File: src/hdl/daq_pkg.sv
// Shared constants, state codes and carrier types of the conversion sequencer
package daq_pkg;
    localparam int CLK_PERIOD_NS = 10;

    // Widths of the converter and multiplexer
    localparam int RESULT_BITS = 12;
    localparam int ADDR_BITS = 4;
    localparam int CHANNELS = 16;
    localparam int GROUPS = 3;
    localparam int GROUP_BITS = 4;
    localparam int TRIM_BITS = 4;
    localparam int COUNT_BITS = 12;

    // Acquisition one-shot: nominal 9 us and never beyond 10 us with the trim input at zero
    localparam int ACQ_BASE_NS = 9000;
    localparam int ACQ_BASE_CYCLES = (ACQ_BASE_NS + CLK_PERIOD_NS - 1) / CLK_PERIOD_NS;
    localparam int ACQ_MAX_NS = 10000;
    localparam int ACQ_MAX_CYCLES = ACQ_MAX_NS / CLK_PERIOD_NS;
    localparam int ACQ_TRIM_STEP_NS = 1000;
    localparam int ACQ_TRIM_CYCLES = (ACQ_TRIM_STEP_NS + CLK_PERIOD_NS - 1) / CLK_PERIOD_NS;

    // Gated conversion clock: one bit decision per step
    localparam int SAR_BIT_NS = 600;
    localparam int SAR_BIT_CYCLES = (SAR_BIT_NS + CLK_PERIOD_NS - 1) / CLK_PERIOD_NS;
    localparam int CONV_MAX_NS = 10000;
    localparam int CONV_MAX_CYCLES = CONV_MAX_NS / CLK_PERIOD_NS;

    // Reset values
    localparam logic [3:0] ADDR_RESET = 4'h0;
    localparam logic [11:0] RESULT_RESET = 12'h000;
    localparam logic [15:0] MUX_OFF = 16'h0000;

    typedef enum logic [1:0] {
        ST_IDLE = 2'b00,
        ST_ACQUIRE = 2'b01,
        ST_CONVERT = 2'b10
    } seq_state_t;

    // Three-state result pins: level[11] is bit 1 (MSB), level[0] is bit 12 (LSB)
    typedef struct packed {
        logic [11:0] level;
        logic [11:0] drive;
    } result_bus_t;
endpackage

File: src/hdl/daq_conversion_sequencer.sv
// Acquisition and conversion sequencer with channel addressing and three-state result
`timescale 1ns/1ps
// Summary of operation
// - Trigger falling edge starts acquisition then conversion
// - Source select low loads address, high sequences
// - Address-zero request forces channel 0, overriding source
// - Channel-switch enable low disconnects every channel
// - Random address taken from four weighted inputs
// - Status high during conversion, low when done
// - Bits 1-4 driven only while group enable low
// - Bits 5-8 driven only while group enable low
// - Bits 9-12 driven while their enable low
// - Self-start begins one conversion after reset
// - Acquisition lasts at most 10 us untrimmed
// - Bits 9-12 released while their enable high
// - Current channel address shown on four outputs
// - Conversion within 10 us; result valid when status falls
module daq_conversion_sequencer #(
    parameter int RESULT_BITS = daq_pkg::RESULT_BITS,
    parameter int ACQ_BASE_CYCLES = daq_pkg::ACQ_BASE_CYCLES,
    parameter int ACQ_TRIM_CYCLES = daq_pkg::ACQ_TRIM_CYCLES
) (
    input wire logic core_clk,
    input wire logic reset_n,
    input wire logic strobe_n,
    input wire logic load_n,
    input wire logic clear_n,
    input wire logic mux_enable,
    input wire logic [3:0] channel_select_in,
    input wire logic [2:0] group_enable_n,
    input wire logic [3:0] acquisition_delay_trim,
    input wire logic [11:0] analog_level,
    output logic conversion_busy,
    output logic [3:0] channel_select_out,
    output logic [15:0] mux_channel_on,
    output daq_pkg::result_bus_t result_pins
);
    daq_pkg::seq_state_t state;
    daq_pkg::seq_state_t next_state;
    logic strobe_prev;
    logic self_start;
    logic seq_step;
    logic [11:0] acq_count;
    logic [11:0] held_level;
    logic conv_start;
    logic next_self_start;
    logic next_seq_step;
    logic [11:0] next_acq_count;
    logic [11:0] next_held_level;
    logic next_conv_start;
    logic next_busy;
    logic [3:0] next_addr;
    logic [11:0] next_level;
    logic [11:0] next_drive;
    logic [15:0] next_mux;
    logic [11:0] acq_target;
    logic trigger;
    logic conv_done;
    logic [11:0] conv_result;

    sar_converter #(
        .BITS(RESULT_BITS)
    ) u_sar (
        .core_clk(core_clk),
        .reset_n(reset_n),
        .start(conv_start),
        .held_level(held_level),
        .done(conv_done),
        .result(conv_result)
    );

    // Trim lengthens the one-shot for high-gain settling; zero gives the untrimmed time
    assign acq_target = 12'(ACQ_BASE_CYCLES)
        + 12'(acquisition_delay_trim) * 12'(ACQ_TRIM_CYCLES);
    // The pending self-start acts as one synthetic trigger
    assign trigger = (strobe_prev & ~strobe_n) | self_start;

    always_comb begin
        next_state = state;
        next_self_start = self_start;
        next_seq_step = seq_step;
        next_acq_count = acq_count;
        next_held_level = held_level;
        next_conv_start = 1'b0;
        next_addr = channel_select_out;
        next_level = result_pins.level;
        case (state)
            daq_pkg::ST_IDLE: begin
                // Triggers during acquisition or conversion are ignored
                if (trigger) begin
                    next_state = daq_pkg::ST_ACQUIRE;
                    next_self_start = 1'b0;
                    next_acq_count = 12'h000;
                    next_seq_step = clear_n & load_n;
                    if (!clear_n) begin
                        next_addr = daq_pkg::ADDR_RESET;
                    end else if (!load_n) begin
                        next_addr = channel_select_in;
                    end
                end
            end
            daq_pkg::ST_ACQUIRE: begin
                if (acq_count >= acq_target - 12'h001) begin
                    next_state = daq_pkg::ST_CONVERT;
                    next_held_level = analog_level;
                    next_conv_start = 1'b1;
                end else begin
                    next_acq_count = acq_count + 12'h001;
                end
            end
            daq_pkg::ST_CONVERT: begin
                if (conv_done) begin
                    next_state = daq_pkg::ST_IDLE;
                    next_level = conv_result;
                    if (seq_step) begin
                        next_addr = channel_select_out + 4'h1;
                    end
                end
            end
            default: begin
                next_state = daq_pkg::ST_IDLE;
            end
        endcase
        next_busy = (next_state == daq_pkg::ST_CONVERT);
    end

    // Mux switches and result output enables follow their control inputs
    always_comb begin
        next_mux = daq_pkg::MUX_OFF;
        if (mux_enable) begin
            next_mux[channel_select_out] = 1'b1;
        end
    end

    genvar g;
    generate
        for (g = 0; g < daq_pkg::GROUPS; g++) begin : gen_group
            // Group 2 holds bits 1-4 (MSB end), group 0 holds bits 9-12
            assign next_drive[g*4 +: 4] = {4{~group_enable_n[g]}};
        end
    endgenerate

    always_ff @(posedge core_clk or negedge reset_n) begin
        if (!reset_n) begin
            state <= daq_pkg::ST_IDLE;
            strobe_prev <= 1'b1;
            self_start <= 1'b1;
            seq_step <= 1'b0;
            acq_count <= 12'h000;
            held_level <= daq_pkg::RESULT_RESET;
            conv_start <= 1'b0;
            conversion_busy <= 1'b0;
            channel_select_out <= daq_pkg::ADDR_RESET;
            mux_channel_on <= daq_pkg::MUX_OFF;
            result_pins <= '0;
        end else begin
            state <= next_state;
            strobe_prev <= strobe_n;
            self_start <= next_self_start;
            seq_step <= next_seq_step;
            acq_count <= next_acq_count;
            held_level <= next_held_level;
            conv_start <= next_conv_start;
            conversion_busy <= next_busy;
            channel_select_out <= next_addr;
            mux_channel_on <= next_mux;
            result_pins.level <= next_level;
            result_pins.drive <= next_drive;
        end
    end

    // Checks
    property p_trigger_starts;
        @(posedge core_clk) disable iff (!reset_n)
        state == daq_pkg::ST_IDLE && strobe_prev && !strobe_n |=> state == daq_pkg::ST_ACQUIRE;
    endproperty
    a_trigger_starts: assert property (p_trigger_starts) else $error("trigger ignored");

    property p_random_load;
        @(posedge core_clk) disable iff (!reset_n)
        state == daq_pkg::ST_IDLE && trigger && clear_n && !load_n
        |=> channel_select_out == $past(channel_select_in);
    endproperty
    a_random_load: assert property (p_random_load) else $error("random address lost");

    property p_seq_hold;
        @(posedge core_clk) disable iff (!reset_n)
        state == daq_pkg::ST_IDLE && trigger && clear_n && load_n |=> $stable(channel_select_out);
    endproperty
    a_seq_hold: assert property (p_seq_hold) else $error("sequential address moved");

    property p_clear_zero;
        @(posedge core_clk) disable iff (!reset_n)
        state == daq_pkg::ST_IDLE && trigger && !clear_n |=> channel_select_out == 4'h0;
    endproperty
    a_clear_zero: assert property (p_clear_zero) else $error("address not cleared");

    property p_mux_gate;
        @(posedge core_clk) disable iff (!reset_n)
        1'b1 |=> mux_channel_on == ($past(mux_enable) ? (16'h0001 << $past(channel_select_out))
            : 16'h0000);
    endproperty
    a_mux_gate: assert property (p_mux_gate) else $error("mux switch wrong");

    property p_busy_after_acq;
        @(posedge core_clk) disable iff (!reset_n)
        $rose(conversion_busy) |-> $past(state) == daq_pkg::ST_ACQUIRE;
    endproperty
    a_busy_after_acq: assert property (p_busy_after_acq) else $error("busy without acquire");

    property p_acq_bound;
        @(posedge core_clk) disable iff (!reset_n)
        state == daq_pkg::ST_ACQUIRE && acquisition_delay_trim == 4'h0
        |-> acq_count < 12'(daq_pkg::ACQ_MAX_CYCLES);
    endproperty
    a_acq_bound: assert property (p_acq_bound) else $error("acquisition too long");

    property p_conv_bound;
        @(posedge core_clk) disable iff (!reset_n)
        $rose(conversion_busy) |-> ##[1:1000] !conversion_busy;
    endproperty
    a_conv_bound: assert property (p_conv_bound) else $error("conversion too long");

    property p_result_valid;
        @(posedge core_clk) disable iff (!reset_n)
        $fell(conversion_busy) |-> result_pins.level == conv_result;
    endproperty
    a_result_valid: assert property (p_result_valid) else $error("result not valid");

    property p_seq_step;
        @(posedge core_clk) disable iff (!reset_n)
        state == daq_pkg::ST_CONVERT && conv_done && seq_step
        |=> channel_select_out == 4'($past(channel_select_out) + 4'h1);
    endproperty
    a_seq_step: assert property (p_seq_step) else $error("address did not step");

    property p_group_hi;
        @(posedge core_clk) disable iff (!reset_n)
        1'b1 |=> result_pins.drive[11:8] == {4{!$past(group_enable_n[2])}};
    endproperty
    a_group_hi: assert property (p_group_hi) else $error("bits 1-4 drive wrong");

    property p_group_mid;
        @(posedge core_clk) disable iff (!reset_n)
        group_enable_n[1] |=> result_pins.drive[7:4] == 4'h0;
    endproperty
    a_group_mid: assert property (p_group_mid) else $error("bits 5-8 not released");

    property p_group_lo;
        @(posedge core_clk) disable iff (!reset_n)
        group_enable_n[0] ##1 !group_enable_n[0] |=> result_pins.drive[3:0] == 4'hF;
    endproperty
    a_group_lo: assert property (p_group_lo) else $error("bits 9-12 drive wrong");

    property p_self_start;
        @(posedge core_clk) disable iff (!reset_n)
        self_start && state == daq_pkg::ST_IDLE |=> state == daq_pkg::ST_ACQUIRE;
    endproperty
    a_self_start: assert property (p_self_start) else $error("no self start");

    c_random: cover property (@(posedge core_clk) disable iff (!reset_n)
        state == daq_pkg::ST_IDLE && trigger && clear_n && !load_n);
    c_wrap: cover property (@(posedge core_clk) disable iff (!reset_n)
        channel_select_out == 4'hF ##1 channel_select_out == 4'h0);
    c_clear: cover property (@(posedge core_clk) disable iff (!reset_n)
        state == daq_pkg::ST_IDLE && trigger && !clear_n);
    c_done: cover property (@(posedge core_clk) disable iff (!reset_n) $fell(conversion_busy));
endmodule

File: src/hdl/sar_converter.sv
// Successive-approximation converter stepped by a gated internal clock
`timescale 1ns/1ps
module sar_converter #(
    parameter int BITS = 12
) (
    input wire logic core_clk,
    input wire logic reset_n,
    input wire logic start,
    input wire logic [BITS-1:0] held_level,
    output logic done,
    output logic [BITS-1:0] result
);
    logic busy;
    logic [3:0] bit_index;
    logic [6:0] tick;
    logic next_busy;
    logic next_done;
    logic [3:0] next_bit_index;
    logic [6:0] next_tick;
    logic [BITS-1:0] next_result;
    logic [BITS-1:0] trial;

    always_comb begin
        next_busy = busy;
        next_done = 1'b0;
        next_bit_index = bit_index;
        next_tick = tick;
        next_result = result;
        trial = result | (BITS'(1) << bit_index);
        if (start) begin
            next_busy = 1'b1;
            next_bit_index = 4'(BITS - 1);
            next_tick = 7'h00;
            next_result = '0;
        end else if (busy) begin
            if (tick == 7'(daq_pkg::SAR_BIT_CYCLES - 1)) begin
                next_tick = 7'h00;
                // Keep the trial bit only if the held level is not below it
                if (trial <= held_level) begin
                    next_result = trial;
                end
                if (bit_index == 4'h0) begin
                    next_busy = 1'b0;
                    next_done = 1'b1;
                end else begin
                    next_bit_index = bit_index - 4'h1;
                end
            end else begin
                next_tick = tick + 7'h01;
            end
        end
    end

    always_ff @(posedge core_clk or negedge reset_n) begin
        if (!reset_n) begin
            busy <= 1'b0;
            done <= 1'b0;
            bit_index <= 4'h0;
            tick <= 7'h00;
            result <= '0;
        end else begin
            busy <= next_busy;
            done <= next_done;
            bit_index <= next_bit_index;
            tick <= next_tick;
            result <= next_result;
        end
    end
endmodule

File: config.mk
export PLATFORM = sky130hd
export DESIGN_NAME = daq_conversion_sequencer
export DESIGN_NICKNAME = d
export VERILOG_FILES = /design/src/hdl/daq_pkg.sv /design/src/hdl/daq_conversion_sequencer.sv /design/src/hdl/sar_converter.sv
export SDC_FILE = /design/constraint.sdc
export NUM_CORES = 1
export LEC_CHECK = 0
export BUFFER_PORTS_ARGS = -buffer_cell sky130_fd_sc_hd__buf_2
export CORE_ASPECT_RATIO = 1.25
export CORE_MARGIN = 3
export CORE_UTILIZATION = 60
export CTS_CLUSTER_DIAMETER = 80
export DETAILED_ROUTE_END_ITERATION = 10
export GPL_TIMING_DRIVEN = 0
export PLACE_DENSITY = 0.83
export SLEW_MARGIN = 25
export SYNTH_ARGS = -nofsm -noshare
export SYNTH_HDL_FRONTEND = slang
export SYNTH_SLANG_ARGS = --single-unit
File: constraint.sdc
create_clock -name core_clk -period 4.1 [get_ports core_clk]
set_input_delay 0.82 -clock core_clk [delete_from_list [all_inputs] [get_ports core_clk]]
set_output_delay 0.82 -clock core_clk [all_outputs]
set_load 0.005 [all_outputs]
==> summary.txt, run 1 <==
===============================================================================================
Count of inserted antenna diode cells                                                         0
Most frequent cell after synthesis                                                 sky130_fd_sc_hd__dfrtp_1
Top cell type by total area after synthesis                                        sky130_fd_sc_hd__dfrtp_1
Transition at the pin with the smallest max-transition slack                           0.783 ns
Path depth of the worst reg2reg path                                                         11
Syn_area_per_cell                                                                      10.4 um2
Post-synthesis instance total                                                               483
CTS resizes                                                                                   0
Final Routed Wirelength                                                                 10.4 mm
Effective utilization at floorplan                                                        0.632
Endpoint class of the critical path                                                        flop
Core ar.                                                                               7970 um2
Placed cells                                                                                652
Warnings, synthesis                                                                           0
Source-to-sink clock delay at the later pin of the worst-skew pair                      0.37 ns
Max-capacitance violation count                                                               0
Die ar.                                                                                9530 um2
Min-Delay Path Class                                                                   in2async
Detail-routed net length per standard cell                                              15.5 um
Seq cells post-synth                                                                         91
Reg-to-reg slack, setup                                                                 1.26 ns
# setup viols final                                                                           0
Crit-path max FO                                                                             10
Area fraction of the dominant cell type after synthesis                                   0.442
Sequential power share                                                                    0.431
Number of placement rows                                                                     36
Kind of critical path                                                                    in2reg
Wire length of the first global-routing pass                                            17.7 mm
Number of antenna violations at the first check in global routing                             0
Final Cell Area                                                                        5750 um2
Count of nets after finishing                                                               641
Total clock sinks                                                                            91
Minimum clock period                                                                    3.89 ns
Fin. max-slew vios                                                                            0
Combined global-route utilization of all metal layers                                     0.238
Remaining antenna violation count                                                             0
Most frequent cells after synthesis                                                sky130_fd_sc_hd__dfrtp_1, sky130_fd_sc_hd__inv_1, sky130_fd_sc_hd__ha_1, sky130_fd_sc_hd__nand2_1, sky130_fd_sc_hd__a21oi_1
Number of unique standard cell types used by synthesis                                       52
Clock tree skew after final layout                                                    0.0102 ns
Switch Pwr                                                                            0.00105 W
Final hold violation count                                                                    0
Vias in the first global route                                                             3800
Maximum buffer depth of the clock tree                                                        2
CTS Root Buffer Type                                                               sky130_fd_sc_hd__clkbuf_8
Final clock period utilization by the worst path                                          0.949
Power density over the cells                                                         498 nW/um2
Number of violations reported at the end of detailed-routing iteration 0                    277
Clock input transition at the sequential cells of the worst setup and hold paths        0.09 ns
Maximum number of pins on one net before global-route repair                                 50
RSZ-0062 raised after global routing                                                      false
Sequential cell area fraction in the yosys report                                         0.453
DPL Wire Length                                                                         7.93 mm
Crit path DAT                                                                           4.14 ns
Fmax                                                                                    257 MHz
Post-CTS Setup Inserts                                                                        0
Total I/O pin count                                                                          74
DRC viols                                                                                     0
Net Count, Synth                                                                            556
Switch share                                                                              0.366
Proportion of power drawn by the clock network                                            0.211
FF-to-FF End                                                                       u_sar.result[10]$_DFFE_PN0P_
Share of the core filled with cells                                                       0.721
PortBufs                                                                                     73
Internal power                                                                        0.00181 W
Main synth FF type                                                                 sky130_fd_sc_hd__dfrtp_1
Share of layout cells above drive strength 1                                              0.241
Detailed Routing Iterations Pass 1                                                            4
Leakage                                                                                 3.08 nW
Max VDD drop                                                                           0.275 mV
Placed instance area                                                                   5550 um2
Overall overflow remaining after global route                                                 0
Cell types occupying the most area after synthesis                                 sky130_fd_sc_hd__dfrtp_1, sky130_fd_sc_hd__ha_1, sky130_fd_sc_hd__mux2_2, sky130_fd_sc_hd__inv_1, sky130_fd_sc_hd__nand2_1
Die X-Extent                                                                            87.9 um
Post-cts hold buffer count                                                                    0
Area growth, synth to finish                                                              14.2%
Data required time at the worst endpoint                                                4.35 ns
Kind of launch point of the worst setup path                                         input port
Max_slew headroom                                                                         0.474
Non-Filler Instances                                                                        667
Launch instance of the worst register-to-register path                             u_sar.bit_index[0]$_DFFE_PN0P_
CTS H-tree lvls                                                                               3
Proportion of power drawn by combinational gates                                          0.358
Mean number of vias per cell                                                               5.78
Gpl congestion                                                                            0.885
Post-synth EDFFs                                                                              0
Share of synthesized registers carrying an async set or reset                              1.00
Clock buffers created by TritonCTS                                                            9
Routed via count                                                                           3855
Height of the die                                                                        108 um
Clock tree from TritonCTS                                                                   yes
Netlist Area Pre-Place                                                                 5030 um2
Run status                                                                         complete, no violations
===============================================================================================
[cell usage in the layout (no fill, tap or decap), types with 8 or more instances in the layout]
cell and instances:
sky130_fd_sc_hd__a21boi_0 10, sky130_fd_sc_hd__a21oi_1 25, sky130_fd_sc_hd__and2_1 18, sky130_fd_sc_hd__and3_1 8
sky130_fd_sc_hd__buf_2 72, sky130_fd_sc_hd__buf_4 10, sky130_fd_sc_hd__clkbuf_1 10, sky130_fd_sc_hd__clkbuf_8 10
sky130_fd_sc_hd__dfrtp_1 89, sky130_fd_sc_hd__ha_1 43, sky130_fd_sc_hd__inv_1 45, sky130_fd_sc_hd__mux2_2 18
sky130_fd_sc_hd__mux2i_1 10, sky130_fd_sc_hd__nand2_1 39, sky130_fd_sc_hd__nand3_1 17, sky130_fd_sc_hd__nand4_1 8
sky130_fd_sc_hd__nor2_1 20, sky130_fd_sc_hd__nor3_1 8, sky130_fd_sc_hd__o21ai_0 13, sky130_fd_sc_hd__o31ai_1 18
[state kept, by name, indices dropped and copies added, names as in the netlist]
register	count
strobe_prev	1
self_start	1
acq_count	12
state	2
u_sar.tick	7
result_pins	15
u_sar.done	1
channel_select_out	4
seq_step	1
u_sar.bit_index	4
u_sar.result	12
conv_start	1
mux_channel_on	16
u_sar.busy	1
conversion_busy	1
held_level	12
[area by class of cell]
cell class / instances / area, um2
plain buffers: 20 / 120
clock buffers: 11 / 141
clock inverters: 4 / 51.3
fillers: 596 / 2220
inverters: 45 / 169
multi-input cells: 327 / 2470
flip-flops and latches: 91 / 2280
well taps: 95 / 119
repair buffers: 74 / 399
[per-layer routing]
| layer | vias up | global-route usage | share of wire |
|---|---|---|---|
| li1 | 1858 | - | - |
| met5 | - | 0 | 0 |
| met3 | 22 | 0.0419 | 0.057 |
| met4 | 0 | 0.0965 | 0.021 |
| met2 | 137 | 0.397 | 0.50 |
| met1 | 1838 | 0.305 | 0.42 |
[critical path, cell delays in order]
cell and delay, ns:
sky130_fd_sc_hd__buf_2 0.11, sky130_fd_sc_hd__ha_1 0.28, sky130_fd_sc_hd__ha_1 0.17, sky130_fd_sc_hd__inv_1 0.06, sky130_fd_sc_hd__fa_1 0.41, sky130_fd_sc_hd__xor2_1 0.20
sky130_fd_sc_hd__ha_1 0.23, sky130_fd_sc_hd__nand2_1 0.06, sky130_fd_sc_hd__nand2_1 0.06, sky130_fd_sc_hd__ha_1 0.38, sky130_fd_sc_hd__nand3_1 0.14, sky130_fd_sc_hd__or3_4 0.44
sky130_fd_sc_hd__o21ai_4 0.18, sky130_fd_sc_hd__o21ai_4 0.12, sky130_fd_sc_hd__buf_6 0.17, sky130_fd_sc_hd__mux2_4 0.30
[metrics by stage]
stage | worst slack (ns) | total power (W) | hold slack [ns] | setup TNS [ns]
after CTS | 0.211 | 0.00287 | 0.363 | 0
final | 0.208 | 0.00286 | 0.349 | 0
after global placement | -0.0717 | 0.00219 | 0.464 | -0.495
after detailed placement | -0.165 | 0.00227 | 0.476 | -1.19
after floorplan | 0.245 | 0.00196 | 0.450 | 0
after global routing | 0.0414 | 0.00309 | 0.373 | 0
[cell families after synthesis]
logic type / Yosys count / share of synthesized area
xor gates and xnor gates: 11 / 0.0191
AOI/OAI and AO/OA: 95 / 0.134
buffers and inverters: 65 / 0.0574
muxes: 35 / 0.0810
adders and majority gates: 44 / 0.111
DFF: 91 / 0.453
and+or+nand+nor: 142 / 0.145
[how the worst max path moves through the flow]
stage / end / start
2_1_floorplan: held_level[10]$_DFFE_PN0P_ / acquisition_delay_trim[0]
3_3_place_gp: held_level[9]$_DFFE_PN0P_ / acquisition_delay_trim[1]
3_5_place_dp: held_level[6]$_DFFE_PN0P_ / acquisition_delay_trim[0]
4_1_cts: held_level[6]$_DFFE_PN0P_ / acquisition_delay_trim[1]
5_1_grt: held_level[6]$_DFFE_PN0P_ / acquisition_delay_trim[0]
6_report: held_level[6]$_DFFE_PN0P_ / acquisition_delay_trim[0]
[power by group through the flow]
stage | combinational [W] | clock, W | sequential (W)
6_report | 0.00102 | 0.000605 | 0.00123
5_1_grt | 0.00117 | 0.000653 | 0.00126
4_1_cts | 0.00102 | 0.000612 | 0.00123
3_5_place_dp | 0.00101 | 0 | 0.00125
3_3_place_gp | 0.000955 | 0 | 0.00124
2_1_floorplan | 0.000750 | 0 | 0.00121
Power figures use the tool's default switching activity.
==> inputs of run 2 (changes only) <==
- CORE_UTILIZATION: 60 -> 40
- CTS_BUF_LIST: unset -> sky130_fd_sc_hd__clkbuf_2
- PLACE_DENSITY: 0.83 -> unset
- SYNTH_HIERARCHICAL: unset -> 1
==> run 2 against run 1 <==
Synthesized cell count is 1.0% higher. Sequential share of layout area fell by 0.47 points. Largest power group is now combinational cells. Largest cell class unchanged. Clock-buffer cell count shrank 2. Combinational power is 23% higher.
==> summary.txt, run 2 <==
===============================================================================================
Run status                                                                         complete, no violations   unchanged
Die ar.                                                                               14200 um2   was 9530 um2
Final clock period utilization by the worst path                                          0.889   was 0.949
Power density over the cells                                                         504 nW/um2   was 498 nW/um2
CTS resizes                                                                                   0   unchanged
Fin. max-slew vios                                                                            0   unchanged
Combined global-route utilization of all metal layers                                     0.162   was 0.238
Critical path's top delay family                                                    adder cells   unchanged
FF-to-FF End                                                                       u_sar/result[8]$_DFFE_PN0P_   was u_sar.result[10]$_DFFE_PN0P_
Core ar.                                                                              12300 um2   was 7970 um2
Post-synthesis instance total                                                               488   was 483
Endpoint class of the critical path                                                        flop   unchanged
Number of violations reported at the end of detailed-routing iteration 0                    185   was 277
Max Used Layer                                                                             met4   unchanged
Kind of critical path                                                                    in2reg   unchanged
PortBufs                                                                                     73   unchanged
Clock buffers created by TritonCTS                                                            9   unchanged
Biggest register                                                                   mux_channel_on   unchanged
Sequence of cells on the critical path                                             buf_2 > inv_1 > ha_1 > inv_1 > ha_1 > ha_1 > xor2_1 > and3_1 > o21ai_0 > xnor2_1 > ha_1 > nand4_2 > a211o_1 > o211a_2 > nor2_4 > buf_8 > mux2_4   was buf_2 > ha_1 > ha_1 > inv_1 > fa_1 > xor2_1 > ha_1 > nand2_1 > nand2_1 > ha_1 > nand3_1 > or3_4 > o21ai_4 > o21ai_4 > buf_6 > mux2_4
Net Count, Synth                                                                            562   was 556
Launch instance of the worst register-to-register path                             u_sar/bit_index[0]$_DFFE_PN0P_   was u_sar.bit_index[0]$_DFFE_PN0P_
Number of unique standard cell types used by synthesis                                       57   was 52
Die X-Extent                                                                             107 um   was 87.9 um
Remaining antenna violation count                                                             0   unchanged
Cell types occupying the most area after synthesis                                 sky130_fd_sc_hd__dfrtp_1, sky130_fd_sc_hd__ha_1, sky130_fd_sc_hd__o31ai_1, sky130_fd_sc_hd__inv_1, sky130_fd_sc_hd__mux2_2   was sky130_fd_sc_hd__dfrtp_1, sky130_fd_sc_hd__ha_1, sky130_fd_sc_hd__mux2_2, sky130_fd_sc_hd__inv_1, sky130_fd_sc_hd__nand2_1
Total clock sinks                                                                            91   unchanged
Gpl congestion                                                                            0.882   was 0.885
Detailed Routing Iterations Pass 1                                                            4   unchanged
Effective utilization at floorplan                                                        0.414   was 0.632
Fill cell instance count of the final layout                                               1177   was 596
Count of nets after finishing                                                               647   was 641
CTS H-tree lvls                                                                               3   unchanged
Largest registers in the final layout                                              mux_channel_on x16, result_pins x15   unchanged
Commonest cells after routing, fill and taps aside                                 sky130_fd_sc_hd__dfrtp_1, sky130_fd_sc_hd__buf_2, sky130_fd_sc_hd__inv_1   unchanged
Routed via count                                                                           3916   was 3855
Seq cells post-synth                                                                         91   unchanged
Maximum buffer depth of the clock tree                                                        2   unchanged
Detailed-routed wire length on met2                                                     5.42 mm   was 5.23 mm
Crit path largest cell delay                                                            0.33 ns   was 0.44 ns
Total I/O pin count                                                                          74   unchanged
Sequential cell area fraction in the yosys report                                         0.446   was 0.453
Area fraction of the dominant cell type after synthesis                                   0.436   was 0.442
Kind of launch point of the worst setup path                                         input port   unchanged
Final total power                                                                     0.00293 W   was 0.00286 W
Worst hold slack after final layout                                                   0.0635 ns   was 0.349 ns
Syn_area_per_cell                                                                      10.5 um2   was 10.4 um2
Path depth of the worst reg2reg path                                                         11   unchanged
Total length of routed met3 wires                                                        615 um   was 589 um
Count of inserted antenna diode cells                                                         0   unchanged
Height of the die                                                                        132 um   was 108 um
Fmax                                                                                    274 MHz   was 257 MHz
Source-to-sink clock delay at the later pin of the worst-skew pair                      0.59 ns   was 0.37 ns
Data required time at the worst endpoint                                                4.58 ns   was 4.35 ns
Reg-to-reg slack, setup                                                                 1.08 ns   was 1.26 ns
Clock input transition at the sequential cells of the worst setup and hold paths        0.27 ns   was 0.09 ns
Warnings, synthesis                                                                           6   was 0
Post-synth EDFFs                                                                              0   unchanged
Final hold violation count                                                                    0   unchanged
Most frequent cell after synthesis                                                 sky130_fd_sc_hd__dfrtp_1   unchanged
Netlist Area Pre-Place                                                                 5110 um2   was 5030 um2
Number of antenna violations at the first check in global routing                             0   unchanged
DRC viols                                                                                     0   unchanged
Max-capacitance violation count                                                               0   unchanged
Maximum number of pins on one net before global-route repair                                 64   was 50
Area growth, synth to finish                                                              13.9%   was 14.2%
Top cell type by total area after synthesis                                        sky130_fd_sc_hd__dfrtp_1   unchanged
Placed cells                                                                                726   was 652
Crit path DAT                                                                           4.13 ns   was 4.14 ns
Most common library cell in the layout ignoring fill and taps                      sky130_fd_sc_hd__dfrtp_1   unchanged
Wire length of the first global-routing pass                                            18.6 mm   was 17.7 mm
Max_slew headroom                                                                         0.611   was 0.474
Non-Filler Instances                                                                        742   was 667
Final Routed Wirelength                                                                 10.9 mm   was 10.4 mm
RSZ-0062 raised after global routing                                                      false   unchanged
M1 WL                                                                                   4.74 mm   was 4.33 mm
Leakage                                                                                 2.99 nW   was 3.08 nW
Critical path buffers and inverters                                                           4   was 3
Number of placement rows                                                                     45   was 36
Share of synthesized registers carrying an async set or reset                              1.00   unchanged
Most frequent cells after synthesis                                                sky130_fd_sc_hd__dfrtp_1, sky130_fd_sc_hd__inv_1, sky130_fd_sc_hd__ha_1, sky130_fd_sc_hd__a21oi_1, sky130_fd_sc_hd__o31ai_1   was sky130_fd_sc_hd__dfrtp_1, sky130_fd_sc_hd__inv_1, sky130_fd_sc_hd__ha_1, sky130_fd_sc_hd__nand2_1, sky130_fd_sc_hd__a21oi_1
Main synth FF type                                                                 sky130_fd_sc_hd__dfrtp_1   unchanged
Clock tree skew after final layout                                                    0.0284 ns   was 0.0102 ns
Post-CTS Setup Inserts                                                                        0   unchanged
Overall overflow remaining after global route                                                 0   unchanged
Transition at the pin with the smallest max-transition slack                           0.582 ns   was 0.783 ns
Number of flip-flops in the largest register                                                 16   unchanged
Mean number of vias per cell                                                               5.28   was 5.78
# setup viols final                                                                           0   unchanged
Min-Delay Path Class                                                                   in2async   unchanged
Crit-path max FO                                                                             10   unchanged
Clock tree from TritonCTS                                                                   yes   unchanged
DPL Wire Length                                                                         8.36 mm   was 7.93 mm
CTS Root Buffer Type                                                               sky130_fd_sc_hd__clkbuf_2   was sky130_fd_sc_hd__clkbuf_8
Post-cts hold buffer count                                                                    0   unchanged
Vias in the first global route                                                             3885   was 3800
Minimum clock period                                                                    3.65 ns   was 3.89 ns
Share of layout cells above drive strength 1                                              0.254   was 0.241
Cell with the most instances on the worst path                                     sky130_fd_sc_hd__ha_1   unchanged
Slowest stage cell, crit path                                                      sky130_fd_sc_hd__ha_1   was sky130_fd_sc_hd__or3_4
Max VDD drop                                                                           0.291 mV   was 0.275 mV
Detail-routed net length per standard cell                                              14.7 um   was 15.5 um
===============================================================================================
## run 2: how the worst max path moves through the flow
stage / startpoint / endpoint / slack [ns] / cells past startpoint
floorplan: acquisition_delay_trim[0] / held_level[10]$_DFFE_PN0P_ / 0.21 / 15
global placement: acquisition_delay_trim[0] / held_level[8]$_DFFE_PN0P_ / -0.16 / 16
detailed placement: acquisition_delay_trim[2] / held_level[9]$_DFFE_PN0P_ / -0.19 / 17
CTS: acquisition_delay_trim[2] / held_level[7]$_DFFE_PN0P_ / 0.49 / 17
global route: acquisition_delay_trim[2] / held_level[5]$_DFFE_PN0P_ / 0.25 / 17
finish: acquisition_delay_trim[2] / held_level[2]$_DFFE_PN0P_ / 0.45 / 17
## run 2: power breakdown
part           switching [W]  total, W  internal, W
logic               0.000744   0.00125     0.000509
clock network       0.000343  0.000436    0.0000928
registers           0.000165   0.00124      0.00108
total                0.00125   0.00293      0.00168
## run 2: layout make-up
cell class                      count  area (um2)  share of cell area
Clock buffer                        9        45.0             0.00774
Multi-Input combinational cell    326        2490               0.429
Clock inverter                      7        60.1              0.0103
Buffer                             26         165              0.0284
Sequential cell                    91        2280               0.392
Tap cell                          164         205              0.0353
Timing Repair Buffer               74         399              0.0686
Inverter                           45         169              0.0290
## run 2: cell families after synthesis
kind of cell,count (synthesis),synth area share
mux,29,0.0693
xor+xnor,10,0.0171
buf+inv,71,0.0654
flops,91,0.446
simple gates,126,0.134
compound gates,116,0.157
fa+ha+maj,45,0.112
## run 2: per-stage QoR
step	setup TNS, ns	util	area (um2)	setup WS, ns
floorplan	0	-	5110	0.209
global placement	-1.47	0.461	5680	-0.158
finish	0	0.472	5820	0.455
detailed placement	-1.96	0.463	5710	-0.187
CTS	0	0.472	5820	0.492
global route	0	0.472	5820	0.254
## run 2: routing by layer
layer / global-route usage / vias to the layer above
li1: - / 1897
met5: 0 / -
met3: 0.0314 / 14
met1: 0.212 / 1898
met2: 0.263 / 107
met4: 0.0633 / 0
==> inputs of run 3 (changes only) <==
- CELL_PAD_IN_SITES_DETAIL_PLACEMENT: unset -> 1
- CELL_PAD_IN_SITES_GLOBAL_PLACEMENT: unset -> 2
- PLACE_DENSITY_LB_ADDON: unset -> 0.1
==> run 3 against run 2 <==
Maximum frequency down 1.9%. Setup slack got worse by 0.069 ns. Combinational power is 4% higher. Sequential share of layout area decreased by 0.29 points. Wire length grew 14%.
==> summary.txt, run 3 (synthesis results as in run 2) <==
===============================================================================================
Run status                                                                         complete, no violations   unchanged
Crit path largest cell delay                                                            0.41 ns   was 0.33 ns
Post-CTS Setup Inserts                                                                        0   unchanged
PortBufs                                                                                     73   unchanged
Share of layout cells above drive strength 1                                              0.256   was 0.254
Clock buffers created by TritonCTS                                                            9   unchanged
Wire length of the first global-routing pass                                            20.6 mm   was 18.6 mm
Power density over the cells                                                         527 nW/um2   was 504 nW/um2
Final Routed Wirelength                                                                 12.4 mm   was 10.9 mm
Number of placement rows                                                                     45   unchanged
# setup viols final                                                                           0   unchanged
Post-cts hold buffer count                                                                    0   unchanged
Source-to-sink clock delay at the later pin of the worst-skew pair                      0.59 ns   about the same
Min-Delay Path Class                                                                   in2async   unchanged
Worst hold slack after final layout                                                    0.102 ns   was 0.0635 ns
Reg-to-reg slack, setup                                                                 0.94 ns   was 1.08 ns
Number of violations reported at the end of detailed-routing iteration 0                    171   was 185
Max_slew headroom                                                                         0.579   was 0.611
Endpoint class of the critical path                                                        flop   unchanged
Sum Neg Setup Slack                                                                        0 ns   unchanged
Remaining antenna violation count                                                             0   unchanged
CTS H-tree lvls                                                                               3   unchanged
Clock tree skew after final layout                                                    0.0377 ns   was 0.0284 ns
Transition at the pin with the smallest max-transition slack                           0.630 ns   was 0.582 ns
Biggest register                                                                   mux_channel_on   unchanged
Fin. max-slew vios                                                                            0   unchanged
Path depth of the worst reg2reg path                                                         11   unchanged
Detail-routed net length per standard cell                                              16.7 um   was 14.7 um
Routed via count                                                                           3925   was 3916
Final clock period utilization by the worst path                                          0.906   was 0.889
Number of antenna violations at the first check in global routing                             1   was 0
Minimum clock period                                                                    3.71 ns   was 3.65 ns
Critical path's top delay family                                                    adder cells   unchanged
Crit-path max FO                                                                             10   unchanged
Total clock sinks                                                                            91   unchanged
Fmax                                                                                    269 MHz   was 274 MHz
Effective utilization at floorplan                                                        0.414   unchanged
DPL Wire Length                                                                         9.42 mm   was 8.36 mm
FF-to-FF End                                                                       u_sar/result[10]$_DFFE_PN0P_   was u_sar/result[8]$_DFFE_PN0P_
Kind of launch point of the worst setup path                                         input port   unchanged
Count of nets after finishing                                                               647   unchanged
Combined global-route utilization of all metal layers                                     0.181   was 0.162
Leakage                                                                                 3.01 nW   was 2.99 nW
Maximum number of pins on one net before global-route repair                                 56   was 64
DRC viols                                                                                     0   unchanged
Kind of critical path                                                                    in2reg   unchanged
Largest registers in the final layout                                              mux_channel_on x16, result_pins x15   unchanged
Number of flip-flops in the largest register                                                 16   unchanged
Detailed Routing Iterations Pass 1                                                            4   unchanged
Total I/O pin count                                                                          74   unchanged
RSZ-0062 raised after global routing                                                      false   unchanged
Maximum buffer depth of the clock tree                                                        2   unchanged
Footprint of the flip-flops and latches                                                2280 um2   unchanged
Slowest stage cell, crit path                                                      sky130_fd_sc_hd__fa_1   was sky130_fd_sc_hd__ha_1
Commonest cells after routing, fill and taps aside                                 sky130_fd_sc_hd__dfrtp_1, sky130_fd_sc_hd__buf_2, sky130_fd_sc_hd__inv_1   unchanged
Clock tree from TritonCTS                                                                   yes   unchanged
Fill cell instance count of the final layout                                               1427   was 1177
Area of the multi-input gates                                                          2490 um2   unchanged
Height of the die                                                                        132 um   unchanged
Max VDD drop                                                                           0.369 mV   was 0.291 mV
Sequence of cells on the critical path                                             buf_2 > ha_1 > ha_1 > inv_1 > fa_1 > xor2_1 > ha_1 > xor2_1 > xnor2_1 > ha_1 > nand4_2 > a211o_1 > o211a_2 > nor2_4 > buf_8 > mux2_4   was buf_2 > inv_1 > ha_1 > inv_1 > ha_1 > ha_1 > xor2_1 > and3_1 > o21ai_0 > xnor2_1 > ha_1 > nand4_2 > a211o_1 > o211a_2 > nor2_4 > buf_8 > mux2_4
Vias in the first global route                                                             4101   was 3885
Clock input transition at the sequential cells of the worst setup and hold paths        0.26 ns   was 0.27 ns
Area growth, synth to finish                                                              14.7%   was 13.9%
Launch instance of the worst register-to-register path                             u_sar/bit_index[0]$_DFFE_PN0P_   unchanged
Crit path DAT                                                                           4.20 ns   was 4.13 ns
Mean number of vias per cell                                                               5.28   about the same
Cell with the most instances on the worst path                                     sky130_fd_sc_hd__ha_1   unchanged
Final hold violation count                                                                    0   unchanged
CTS Root Buffer Type                                                               sky130_fd_sc_hd__clkbuf_2   unchanged
Max-capacitance violation count                                                               0   unchanged
Overall overflow remaining after global route                                                 0   unchanged
Final total power                                                                     0.00309 W   was 0.00293 W
Critical path buffers and inverters                                                           3   was 4
Die X-Extent                                                                             107 um   unchanged
CTS resizes                                                                                   0   unchanged
Data required time at the worst endpoint                                                4.58 ns   about the same
Core ar.                                                                              12300 um2   unchanged
Gpl congestion                                                                            0.810   was 0.882
Die ar.                                                                               14200 um2   unchanged
Most common library cell in the layout ignoring fill and taps                      sky130_fd_sc_hd__dfrtp_1   unchanged
===============================================================================================
run 3: metrics by stage:
stage	setup WS [ns]	util	instances	area, um2
after floorplan	0.209	-	488	5110
after global placement	-0.217	0.461	725	5680
after detailed placement	-0.256	0.463	726	5710
after CTS	0.402	0.475	742	5860
after global routing	0.253	0.475	743	5860
final	0.386	0.475	743	5860
run 3: area by class of cell:
type / count / share of cell area
antenna: 1 / 0.000427
buffer: 26 / 0.0282
clock buffer: 10 / 0.00854
clock inverter: 6 / 0.0164
inverter: 45 / 0.0288
multi-input combinational: 326 / 0.426
sequential: 91 / 0.389
tap: 164 / 0.0350
timing repair buffer: 74 / 0.0681
run 3: power by group:
group	total, W	internal, W	switching, W
Combinational	0.00130	0.000515	0.000780
Sequential	0.00125	0.00108	0.000170
Clock	0.000546	0.000212	0.000334
Total	0.00309	0.00180	0.00128
run 3: worst max-delay path by stage:
stage / from / end / slack [ns] / depth (start not counted)
5_1_grt: acquisition_delay_trim[2] / held_level[3]$_DFFE_PN0P_ / 0.25 / 17
4_1_cts: acquisition_delay_trim[1] / held_level[3]$_DFFE_PN0P_ / 0.40 / 16
3_5_place_dp: acquisition_delay_trim[2] / held_level[9]$_DFFE_PN0P_ / -0.26 / 17
2_1_floorplan: acquisition_delay_trim[0] / held_level[10]$_DFFE_PN0P_ / 0.21 / 15
3_3_place_gp: acquisition_delay_trim[1] / held_level[5]$_DFFE_PN0P_ / -0.22 / 16
6_report: acquisition_delay_trim[1] / held_level[2]$_DFFE_PN0P_ / 0.39 / 16
run 3: metal layers:
layer,GRT usage,vias up,wire length [um]
met5,0,-,0
met4,0.0590,0,198
met3,0.0255,16,281
met2,0.330,49,6730
met1,0.215,1971,5210
li1,-,1889,-
